## src/inc/core_ctrl_pkg.sv

```systemverilog
// Purpose: shared constants and types for the stack and interrupt control core
// Assumes: 6-bit I/O space addresses, 16-bit data space
// Notes:   offsets are I/O addresses, not data space addresses
package core_ctrl_pkg;

    // I/O space map
    localparam logic [5:0]  IO_SPL       = 6'h3D;
    localparam logic [5:0]  IO_SPH       = 6'h3E;
    localparam logic [5:0]  IO_STATUS_REGISTER      = 6'h3F;
    localparam logic [5:0]  IO_CORE_CTRL = 6'h35;
    localparam logic [5:0]  IO_IRQ_EN    = 6'h30;
    localparam logic [5:0]  IO_IRQ_FLAG  = 6'h31;

    // field positions
    localparam int          GIE_BIT      = 7;
    localparam int          VSEL_BIT     = 1;

    // values after reset
    localparam logic [15:0] SRAM_LAST_RST  = 16'h04FF;
    localparam logic [15:0] BOOT_START_RST = 16'h1C00;

    // cycle counts
    localparam logic [3:0]  ENTRY_CYCLES = 4'h4;
    localparam logic [3:0]  SLEEP_EXTRA  = 4'h4;
    localparam logic [3:0]  RETURN_FROM_INTERRUPT_CYCLES  = 4'h4;

    // vector slot size in program words
    localparam logic [15:0] VEC_STRIDE   = 16'h0002;

    typedef enum logic [2:0] {
        SP_NONE  = 3'b000,
        SP_PUSH1 = 3'b001,
        SP_POP1  = 3'b010,
        SP_CALL  = 3'b011,
        SP_RET   = 3'b100,
        SP_RETURN_FROM_INTERRUPT  = 3'b101
    } sp_op_t;

    typedef enum logic [1:0] {
        AM_PLAIN   = 2'b00,
        AM_DISP    = 2'b01,
        AM_POSTINC = 2'b10,
        AM_PREDEC  = 2'b11
    } addr_mode_t;

    typedef enum logic [1:0] {
        ST_IDLE  = 2'b00,
        ST_ENTRY = 2'b01,
        ST_RETURN_FROM_INTERRUPT  = 2'b10
    } ctrl_state_t;

endpackage

```

## src/inc/irq_if.sv

```systemverilog
// Purpose: carrier between the control core and the interrupt arbiter
// Assumes: one clock domain
// Notes:   ctrl side drives sources, enables and clears; arb side answers
interface irq_if #(parameter int N = 8);
    logic [N-1:0]         ev;
    logic [N-1:0]         lvl;
    logic [N-1:0]         en;
    logic [N-1:0]         w1c;
    logic [N-1:0]         flags;
    logic [N-1:0]         pending;
    logic                 take;
    logic [$clog2(N)-1:0] take_idx;
    logic [$clog2(N)-1:0] win_idx;

    modport ctrl (output ev, lvl, en, w1c, take, take_idx,
                  input  flags, pending, win_idx);
    modport arb  (input  ev, lvl, en, w1c, take, take_idx,
                  output flags, pending, win_idx);
endinterface

```

## src/rtl/cpu_stack_irq_ctrl.sv

```systemverilog
// Purpose: pointer pairs, stack pointer and interrupt entry/exit control
// Assumes: sequencer marks instruction ends, sync stack memory, one clock
// Notes:   stack memory returns read data one cycle after stack_re_o
module cpu_stack_irq_ctrl
    import core_ctrl_pkg::*;
#(
    parameter int                 NUM_IRQ    = 8,
    parameter logic [NUM_IRQ-1:0] LEVEL_MASK = '0,
    parameter logic [15:0]        LAST_SRAM  = SRAM_LAST_RST,
    parameter logic [15:0]        BOOT_START = BOOT_START_RST
)
(
    input  wire logic               ref_clk_i,
    input  wire logic               rstn_i,
    input  wire logic [5:0]         io_addr_i,
    input  wire logic [7:0]         io_wdata_i,
    input  wire logic               io_we_i,
    input  wire logic               io_re_i,
    output logic      [7:0]         io_rdata_o,
    input  wire sp_op_t             sp_op_i,
    input  wire logic               instr_done_i,
    input  wire logic               sei_i,
    input  wire logic               cli_i,
    input  wire logic               sleep_i,
    input  wire logic [15:0]        pc_i,
    input  wire logic               reset_vector_fuse_i,
    input  wire logic [NUM_IRQ-1:0] irq_event_i,
    input  wire logic [NUM_IRQ-1:0] irq_level_i,
    input  wire logic               reg_we_i,
    input  wire logic [2:0]         reg_idx_i,
    input  wire logic [7:0]         reg_wdata_i,
    input  wire logic               ptr_go_i,
    input  wire logic [1:0]         ptr_sel_i,
    input  wire addr_mode_t         ptr_mode_i,
    input  wire logic [5:0]         disp_i,
    input  wire logic [7:0]         stack_rdata_i,
    output logic      [15:0]        data_addr_o,
    output logic      [15:0]        stack_addr_o,
    output logic      [7:0]         stack_wdata_o,
    output logic                    stack_we_o,
    output logic                    stack_re_o,
    output logic                    stall_o,
    output logic                    irq_ack_o,
    output logic                    vector_valid_o,
    output logic      [15:0]        vector_o,
    output logic                    pc_load_o,
    output logic      [15:0]        pc_o,
    output logic      [15:0]        reset_vector_o
);

    irq_if #(.N(NUM_IRQ)) a ();

    ctrl_state_t  state;
    ctrl_state_t  next_state;
    logic [3:0]   cnt;
    logic [3:0]   next_cnt;
    logic [3:0]   last;
    logic [3:0]   next_last;
    logic [15:0]  stack_pointer;
    logic [15:0]  next_stack_pointer;
    logic         gie;
    logic         next_gie;
    logic         vsel;
    logic         next_vsel;
    logic [NUM_IRQ-1:0] en;
    logic [NUM_IRQ-1:0] next_en;
    logic [15:0]  next_pc;
    logic [15:0]  next_vector;
    logic [15:0]  next_reset_vector;
    logic [7:0]   next_rdata;
    logic [15:0]  next_stack_addr;
    logic [7:0]   next_stack_wdata;
    logic         next_stack_we;
    logic         next_stack_re;
    logic         next_stall;
    logic         next_vector_valid;
    logic         next_pc_load;
    logic         take_now;
    logic [15:0]  vec_base;
    logic [15:0]  ptr [3];
    logic [15:0]  next_ptr [3];
    logic [15:0]  next_data_addr;
    logic [15:0]  base;

    irq_arbiter #(
        .N          (NUM_IRQ),
        .LEVEL_MASK (LEVEL_MASK)
    ) u_arb (
        .ref_clk_i (ref_clk_i),
        .rstn_i    (rstn_i),
        .bus       (a.arb)
    );

    assign a.ev       = irq_event_i;
    assign a.lvl      = irq_level_i;
    assign a.en       = en;
    assign a.take     = take_now;
    assign a.take_idx = a.win_idx;

    // decided at the instruction end while the next fetch is already underway;
    // return_from_interrupt, sei and cli boundaries never vector
    assign take_now = (state == ST_IDLE) && instr_done_i && gie && (|a.pending)
                      && !cli_i
                      && !sei_i
                      && (sp_op_i != SP_RETURN_FROM_INTERRUPT);

    assign vec_base = vsel ? BOOT_START : 16'h0000;

    always_comb
    begin
        next_state        = state;
        next_cnt          = cnt;
        next_last         = last;
        next_stack_pointer = stack_pointer;
        next_gie          = gie;
        next_vsel         = vsel;
        next_en           = en;
        next_pc           = pc_o;
        next_vector       = vector_o;
        next_rdata        = io_rdata_o;
        next_stack_addr   = stack_addr_o;
        next_stack_wdata  = stack_wdata_o;
        next_stack_we     = 1'b0;
        next_stack_re     = 1'b0;
        next_vector_valid = 1'b0;
        next_pc_load      = 1'b0;
        next_reset_vector = reset_vector_fuse_i ? BOOT_START : 16'h0000;
        a.w1c             = '0;
        if (io_re_i)
        begin
            case (io_addr_i)
                IO_SPL:       next_rdata = stack_pointer[7:0];
                IO_SPH:       next_rdata = stack_pointer[15:8];
                IO_STATUS_REGISTER:      next_rdata = {gie, 7'h00};
                IO_CORE_CTRL: next_rdata = 8'(vsel) << VSEL_BIT;
                IO_IRQ_EN:    next_rdata = 8'(en);
                IO_IRQ_FLAG:  next_rdata = 8'(a.flags);
                default:      next_rdata = 8'h00;
            endcase
        end
        if (io_we_i)
        begin
            case (io_addr_i)
                IO_SPL:       next_stack_pointer[7:0]  = io_wdata_i;
                IO_SPH:       next_stack_pointer[15:8] = io_wdata_i;
                IO_STATUS_REGISTER:      next_gie  = io_wdata_i[GIE_BIT];
                IO_CORE_CTRL: next_vsel = io_wdata_i[VSEL_BIT];
                IO_IRQ_EN:    next_en   = io_wdata_i[NUM_IRQ-1:0];
                IO_IRQ_FLAG:  a.w1c     = io_wdata_i[NUM_IRQ-1:0];
                default:      ;
            endcase
        end
        if (cli_i)
            next_gie = 1'b0;
        else if (sei_i)
            next_gie = 1'b1;
        unique case (state)
            ST_IDLE:
            begin
                if (take_now)
                begin
                    // only the enable bit moves; other status bits are software's job
                    next_gie          = 1'b0;
                    next_state        = ST_ENTRY;
                    next_cnt          = 4'h0;
                    next_last         = sleep_i ? ENTRY_CYCLES + SLEEP_EXTRA - 4'h1
                                                : ENTRY_CYCLES - 4'h1;
                    next_pc           = pc_i;
                    next_vector       = vec_base + VEC_STRIDE * (16'(a.win_idx) + 16'h0001);
                    next_stack_we     = 1'b1;
                    next_stack_addr   = stack_pointer;
                    next_stack_wdata  = pc_i[7:0];
                end
                else if (sp_op_i == SP_RETURN_FROM_INTERRUPT)
                begin
                    next_state        = ST_RETURN_FROM_INTERRUPT;
                    next_cnt          = 4'h0;
                    next_stack_re     = 1'b1;
                    next_stack_addr   = stack_pointer + 16'h0001;
                end
                else
                begin
                    case (sp_op_i)
                        SP_PUSH1: next_stack_pointer = stack_pointer - 16'h0001;
                        SP_POP1:  next_stack_pointer = stack_pointer + 16'h0001;
                        SP_CALL:  next_stack_pointer = stack_pointer - 16'h0002;
                        SP_RET:   next_stack_pointer = stack_pointer + 16'h0002;
                        default:  ;
                    endcase
                end
            end
            ST_ENTRY:
            begin
                next_cnt = cnt + 4'h1;
                if (cnt == 4'h0)
                begin
                    next_stack_we      = 1'b1;
                    next_stack_addr    = stack_pointer - 16'h0001;
                    next_stack_wdata   = pc_o[15:8];
                    next_stack_pointer = stack_pointer - 16'h0002;
                end
                if (cnt == last)
                begin
                    next_state        = ST_IDLE;
                    next_vector_valid = 1'b1;
                end
            end
            ST_RETURN_FROM_INTERRUPT:
            begin
                next_cnt = cnt + 4'h1;
                if (cnt == 4'h0)
                begin
                    next_stack_re   = 1'b1;
                    next_stack_addr = stack_pointer + 16'h0002;
                end
                if (cnt == 4'h1)
                    next_pc[15:8] = stack_rdata_i;
                if (cnt == 4'h2)
                    next_pc[7:0] = stack_rdata_i;
                if (cnt == RETURN_FROM_INTERRUPT_CYCLES - 4'h1)
                begin
                    next_state         = ST_IDLE;
                    next_stack_pointer = stack_pointer + 16'h0002;
                    next_gie           = 1'b1;
                    next_pc_load       = 1'b1;
                end
            end
            default: next_state = ST_IDLE;
        endcase
        next_stall = (next_state != ST_IDLE);
    end

    // single clock straight from the chip source, no divider anywhere
    always_ff @(posedge ref_clk_i or negedge rstn_i)
    begin
        if (!rstn_i)
        begin
            state          <= ST_IDLE;
            cnt            <= 4'h0;
            last           <= 4'h0;
            stack_pointer  <= LAST_SRAM;
            gie            <= 1'b0;
            vsel           <= 1'b0;
            en             <= '0;
            pc_o           <= 16'h0000;
            vector_o       <= 16'h0000;
            io_rdata_o     <= 8'h00;
            stack_addr_o   <= 16'h0000;
            stack_wdata_o  <= 8'h00;
            stack_we_o     <= 1'b0;
            stack_re_o     <= 1'b0;
            stall_o        <= 1'b0;
            irq_ack_o      <= 1'b0;
            vector_valid_o <= 1'b0;
            pc_load_o      <= 1'b0;
            reset_vector_o <= 16'h0000;
        end
        else
        begin
            state          <= next_state;
            cnt            <= next_cnt;
            last           <= next_last;
            stack_pointer  <= next_stack_pointer;
            gie            <= next_gie;
            vsel           <= next_vsel;
            en             <= next_en;
            pc_o           <= next_pc;
            vector_o       <= next_vector;
            io_rdata_o     <= next_rdata;
            stack_addr_o   <= next_stack_addr;
            stack_wdata_o  <= next_stack_wdata;
            stack_we_o     <= next_stack_we;
            stack_re_o     <= next_stack_re;
            stall_o        <= next_stall;
            irq_ack_o      <= take_now;
            vector_valid_o <= next_vector_valid;
            pc_load_o      <= next_pc_load;
            reset_vector_o <= next_reset_vector;
        end
    end

    always_comb
    begin
        for (int i = 0; i < 3; i++)
            next_ptr[i] = ptr[i];
        next_data_addr = data_addr_o;
        base           = 16'h0000;
        if (reg_we_i && reg_idx_i < 3'd6)
        begin
            if (reg_idx_i[0])
                next_ptr[reg_idx_i[2:1]][15:8] = reg_wdata_i;
            else
                next_ptr[reg_idx_i[2:1]][7:0] = reg_wdata_i;
        end
        if (ptr_go_i && ptr_sel_i != 2'b11)
        begin
            base = ptr[ptr_sel_i];
            // pointer read, adjusted and written back inside the same cycle
            unique case (ptr_mode_i)
                AM_PLAIN:   next_data_addr = base;
                AM_DISP:    next_data_addr = base + {10'h000, disp_i};
                AM_POSTINC:
                begin
                    next_data_addr       = base;
                    next_ptr[ptr_sel_i]  = base + 16'h0001;
                end
                AM_PREDEC:
                begin
                    next_data_addr       = base - 16'h0001;
                    next_ptr[ptr_sel_i]  = base - 16'h0001;
                end
            endcase
        end
    end

    always_ff @(posedge ref_clk_i or negedge rstn_i)
    begin
        if (!rstn_i)
        begin
            for (int i = 0; i < 3; i++)
                ptr[i] <= 16'h0000;
            data_addr_o <= 16'h0000;
        end
        else
        begin
            for (int i = 0; i < 3; i++)
                ptr[i] <= next_ptr[i];
            data_addr_o <= next_data_addr;
        end
    end
endmodule

```

## src/rtl/irq_arbiter.sv

```systemverilog
// Purpose: interrupt flags, level sources and fixed priority selection
// Assumes: sources are on-chip logic on the core clock
// Notes:   index 0 sits right after the reset slot and wins over all others
module irq_arbiter
    import core_ctrl_pkg::*;
#(
    parameter int           N          = 8,
    parameter logic [N-1:0] LEVEL_MASK = '0
)
(
    input  wire logic ref_clk_i,
    input  wire logic rstn_i,
    irq_if.arb        bus
);

    logic [N-1:0] flags;
    logic [N-1:0] next_flags;
    logic [N-1:0] take_mask;

    function automatic logic [$clog2(N)-1:0] first_set(input logic [N-1:0] v);
        logic [$clog2(N)-1:0] idx;
        idx = '0;
        for (int i = N - 1; i >= 0; i--)
        begin
            if (v[i])
                idx = ($clog2(N))'(i);
        end
        return idx;
    endfunction

    always_comb
    begin
        take_mask  = bus.take ? (N'(1) << bus.take_idx) : '0;
        next_flags = flags & ~take_mask;
        next_flags = next_flags & ~bus.w1c;
        // a new event beats both clears in the same cycle
        next_flags = next_flags | (bus.ev & ~LEVEL_MASK);
    end

    always_ff @(posedge ref_clk_i or negedge rstn_i)
    begin
        if (!rstn_i)
            flags <= '0;
        else
            flags <= next_flags;
    end

    // level sources carry no memory: gone before enabling means never taken
    assign bus.pending = ((flags & ~LEVEL_MASK) | (bus.lvl & LEVEL_MASK)) & bus.en;
    assign bus.win_idx = first_set(bus.pending);
    assign bus.flags   = flags;
endmodule
```

## config.mk

```make
export PLATFORM = sky130hd
export DESIGN_NAME = cpu_stack_irq_ctrl
export DESIGN_NICKNAME = d
export VERILOG_FILES = /design/src/inc/core_ctrl_pkg.sv /design/src/inc/irq_if.sv /design/src/rtl/cpu_stack_irq_ctrl.sv /design/src/rtl/irq_arbiter.sv
export SDC_FILE = /design/constraint.sdc
export NUM_CORES = 1
export LEC_CHECK = 0
export BUFFER_PORTS_ARGS = -buffer_cell sky130_fd_sc_hd__buf_2
export CAP_MARGIN = 30
export CORE_MARGIN = 1.5
export CORE_UTILIZATION = 53
export DETAILED_ROUTE_END_ITERATION = 10
export PLACE_DENSITY = 0.77
export SETUP_SLACK_MARGIN = 0.4
export SLEW_MARGIN = 30
export SYNTH_ARGS = -nofsm -noshare
export SYNTH_HDL_FRONTEND = slang
export SYNTH_SLANG_ARGS = --single-unit
```

## constraint.sdc

```tcl
create_clock -name ref_clk_i -period 2.9 [get_ports ref_clk_i]
set_clock_uncertainty 0.1 [all_clocks]
set_input_delay 0.145 -clock ref_clk_i [delete_from_list [all_inputs] [get_ports ref_clk_i]]
set_output_delay 0.145 -clock ref_clk_i [all_outputs]
set_load 0.03 [all_outputs]
```

==> results.md <==
- Commonest cells after routing, fill and taps aside: buf_2, dfrtp_1, buf_4, nand2_1, nor2_1
- Fraction of layout cells with a size suffix above 1: 0.337
- HPWL Detailed: 30400 um
- Sw frac: 0.459
- Clock Pin Slew Worst Setup and Hold Paths: 70 ps
- Final setup viols: 0
- Slew @ Worst Pin: 910 ps
- Crit path buf inv count: 2
- Clock buffer depth: 2
- Setup crit start kind: register
- CTS Root Cell: clkbuf_16
- Outcome: complete, no violations
- Pwr per Cell Area: 870 nW/um^2
- Critical-path top delay cell: or4_4
- Top FF cell, synth: dfrtp_1
- GRT Total Usage: 0.360
- Share of the yosys chip area belonging to registers: 0.346
- DRC Markers: 0
- Critical Path Source: ptr[0]
- Total congestion overflow: 0
- Routed wire length on met2: 21200 um
- Commonest non-fill, non-tap cell in the layout: buf_2
- Post-Syn Area per Cell: 8.49 sq um
- Max-slew violation count: 0
- DP Area: 13800 sq um
- CTS Buf Count: 17
- Cell variety after synth: 82
- Worst Setup Path Type: register to register
- CP peak stage delay: 490 ps
- CTS tree: built
- CP most frequent cell: inv_2
- Final #Nets: 1833
- First-pass GRT wire length: 67300 um
- Sink Count: 166
- DR top layer: met5
- Worst Path Arrival: 3150 ps
- Relative slew slack: 0.391
- Row cnt: 54
- Starting Density: 0.546
- Tmin final: 2880 ps
- Antenna cells: 0
- Routed wl met3: 3970 um
- Die Area: 23600 sq um
- Total power: 14.1 mW
- Syn. warnings: 0
- Tightest Hold Check Type: input port to register
- Cell internal pwr: 7.64 mW
- WHS: 14.6 ps
- Htree depth: 4
- First-pass DRT Iterations: 9
- Detailed router's first-iteration violation count: 1351
- Hold Fails Final Rpt: 0
- Via-to-Cell Ratio: 6.55
- Required time worst endpoint: 3170 ps
- Crit. End Element: register
- Antenna viol nets, final: 0
- Cell Chain, Critical Path: mux2i_2, a2bb2oi_4, inv_2, ha_4, inv_2, fa_2, nand2b_4, a21oi_4, o21a_1, o21ai_2, or4_4, a2111oi_2, nand3b_1
- Initial antenna violation count: 1
- Die W: 154 um
- Crit Path Max Fanout: 4
- Top Ports: 191
- Worst r2r src: ptr[0]
- Routability cong.: 1.02
- Core Footprint: 22000 sq um
- Upper clock frequency limit: 347 MHz
- Mapped Area: 12000 sq um
- Max IR drop VDD: 519 uV
- Largest delay share family, worst path: compound AO/OA/AOI/OAI gates
- Clk_lat worst skew: 440 ps
- I/O Buffers: 160
- Hold Path Origin: reg_wdata_i[6]
- Crit share post-route: 0.993
- Sequential group share of total power: 0.269
- Via count: 13168
- RSZ-0062 raised after global routing: true
- Syn Inst Count: 1416
- Leakage: 7.03 nW
- FF+latch count, synth: 166
- Clk network pwr share: 0.183
- Post-synth EDFFs: 0
- DIE HEIGHT: 154 um
- Total Wirelength: 44500 um
- Syn-to-layout area delta: 34.9%
- Logic gate share of total power: 0.548
- Fin area: 16200 sq um
- Number of global-route vias before repair: 12323
- DR WL/cell: 22.1 um
- Max Cap Violations: 0
- TNS Setup: 0 ps
- Ys async rst share: 1.00
- M1 WL: 17300 um
- P_sw: 6.48 mW
- Largest net degree at the start of global routing: 76
## repair_timing
action	4_1_cts	5_1_grt
setup endpoints to repair	70	106
pin swaps	25	117
cloned	0	1
gates resized for setup	39	206
hold buffers	41	0
hold endpoints to repair	128	0
buffers inserted	24	21
## area by class of cell
type | instances | area (sq um)
multi-input combinational | 1102 | 8070
fill | 1638 | 5800
sequential | 166 | 4170
timing repair buffer | 388 | 2800
clock buffer | 19 | 433
tap | 280 | 350
clock inverter | 13 | 218
inverter | 42 | 175
## final timing paths
path                                    end  slack, ps  cells after the start
max                         data_addr_o[14]         20                     13
min reg2reg                stack_addr_o[14]        380                      2
max in group asynchronous  stack_pointer[6]       1720                      3
min in group asynchronous    data_addr_o[7]        200                      2
max reg2reg                 data_addr_o[14]         20                     13
min                                 ptr[38]         10                      3
## cell usage after synthesis (all sizes together) (16+ instances only)
library cell	instances	area [sq um]
a211oi	16	120
a21boi	25	188
a21oi	76	380
a221oi	23	201
buf	45	317
clkbuf	82	308
dfrtp	157	3930
ha	26	325
inv	37	139
mux2	25	282
mux2i	77	771
nand2	143	537
nand3	34	170
nand4	18	119
nor2	106	398
nor3	37	185
o21ai	113	566
o22ai	52	325
xnor2	38	333
xor2	17	149
## power groups by stage
| stage | Sequential, mW | Combinational, mW | Clock [mW] |
|---|---|---|---|
| final | 3.81 | 7.73 | 2.58 |
| after global routing | 3.88 | 8.25 | 2.69 |
| after CTS | 3.71 | 6.81 | 2.61 |
| after detailed placement | 3.76 | 6.52 | 0 |
| after global placement | 3.75 | 6.42 | 0 |
| after floorplan | 4.18 | 3.78 | 0 |
## registers in the layout (all words and copies together), names as in the netlist, 2 cells and up
name / flops
pc_o: 16
cnt: 4
stack_addr_o: 16
ptr: 48
stack_wdata_o: 8
last: 2
state: 2
a.en: 8
u_arb.bus.flags: 8
data_addr_o: 16
stack_pointer: 16
vector_o: 5
io_rdata_o: 8
## worst reg2reg max path: cells and delay by family (launching register included)
family / cells / cell delay, ps
multiplexers: 1 / 100
buffers and inverters: 2 / 110
flip-flops: 1 / 370
adder cells (fa/ha/maj): 2 / 460
AND/OR/NAND/NOR: 3 / 800
AO/OA/AOI/OAI: 5 / 870
## cells by family after synthesis
kind of cell    share of synthesized area
compound gates                      0.255
xor+xnor                           0.0400
fa+ha+maj                          0.0287
buf+inv                            0.0650
flops                               0.346
mux                                0.0894
other cells                      0.000312
simple gates                        0.175
## stage by stage
stage,util,setup WS (ps),std cells
6_report,0.736,19.5,2010
5_1_grt,0.736,-98.1,2010
4_1_cts,0.690,67.2,1988
3_5_place_dp,0.627,-47.5,1891
3_3_place_gp,0.627,-34.2,1891
2_1_floorplan,-,-7.24,1437
## routing by layer
layer	up-vias	GRT usage
li1	5817	-
met1	6347	0.484
met2	825	0.587
met3	177	0.0476
met4	2	0.151
met5	-	0
No activity file was read; power rests on OpenSTA's default activity.
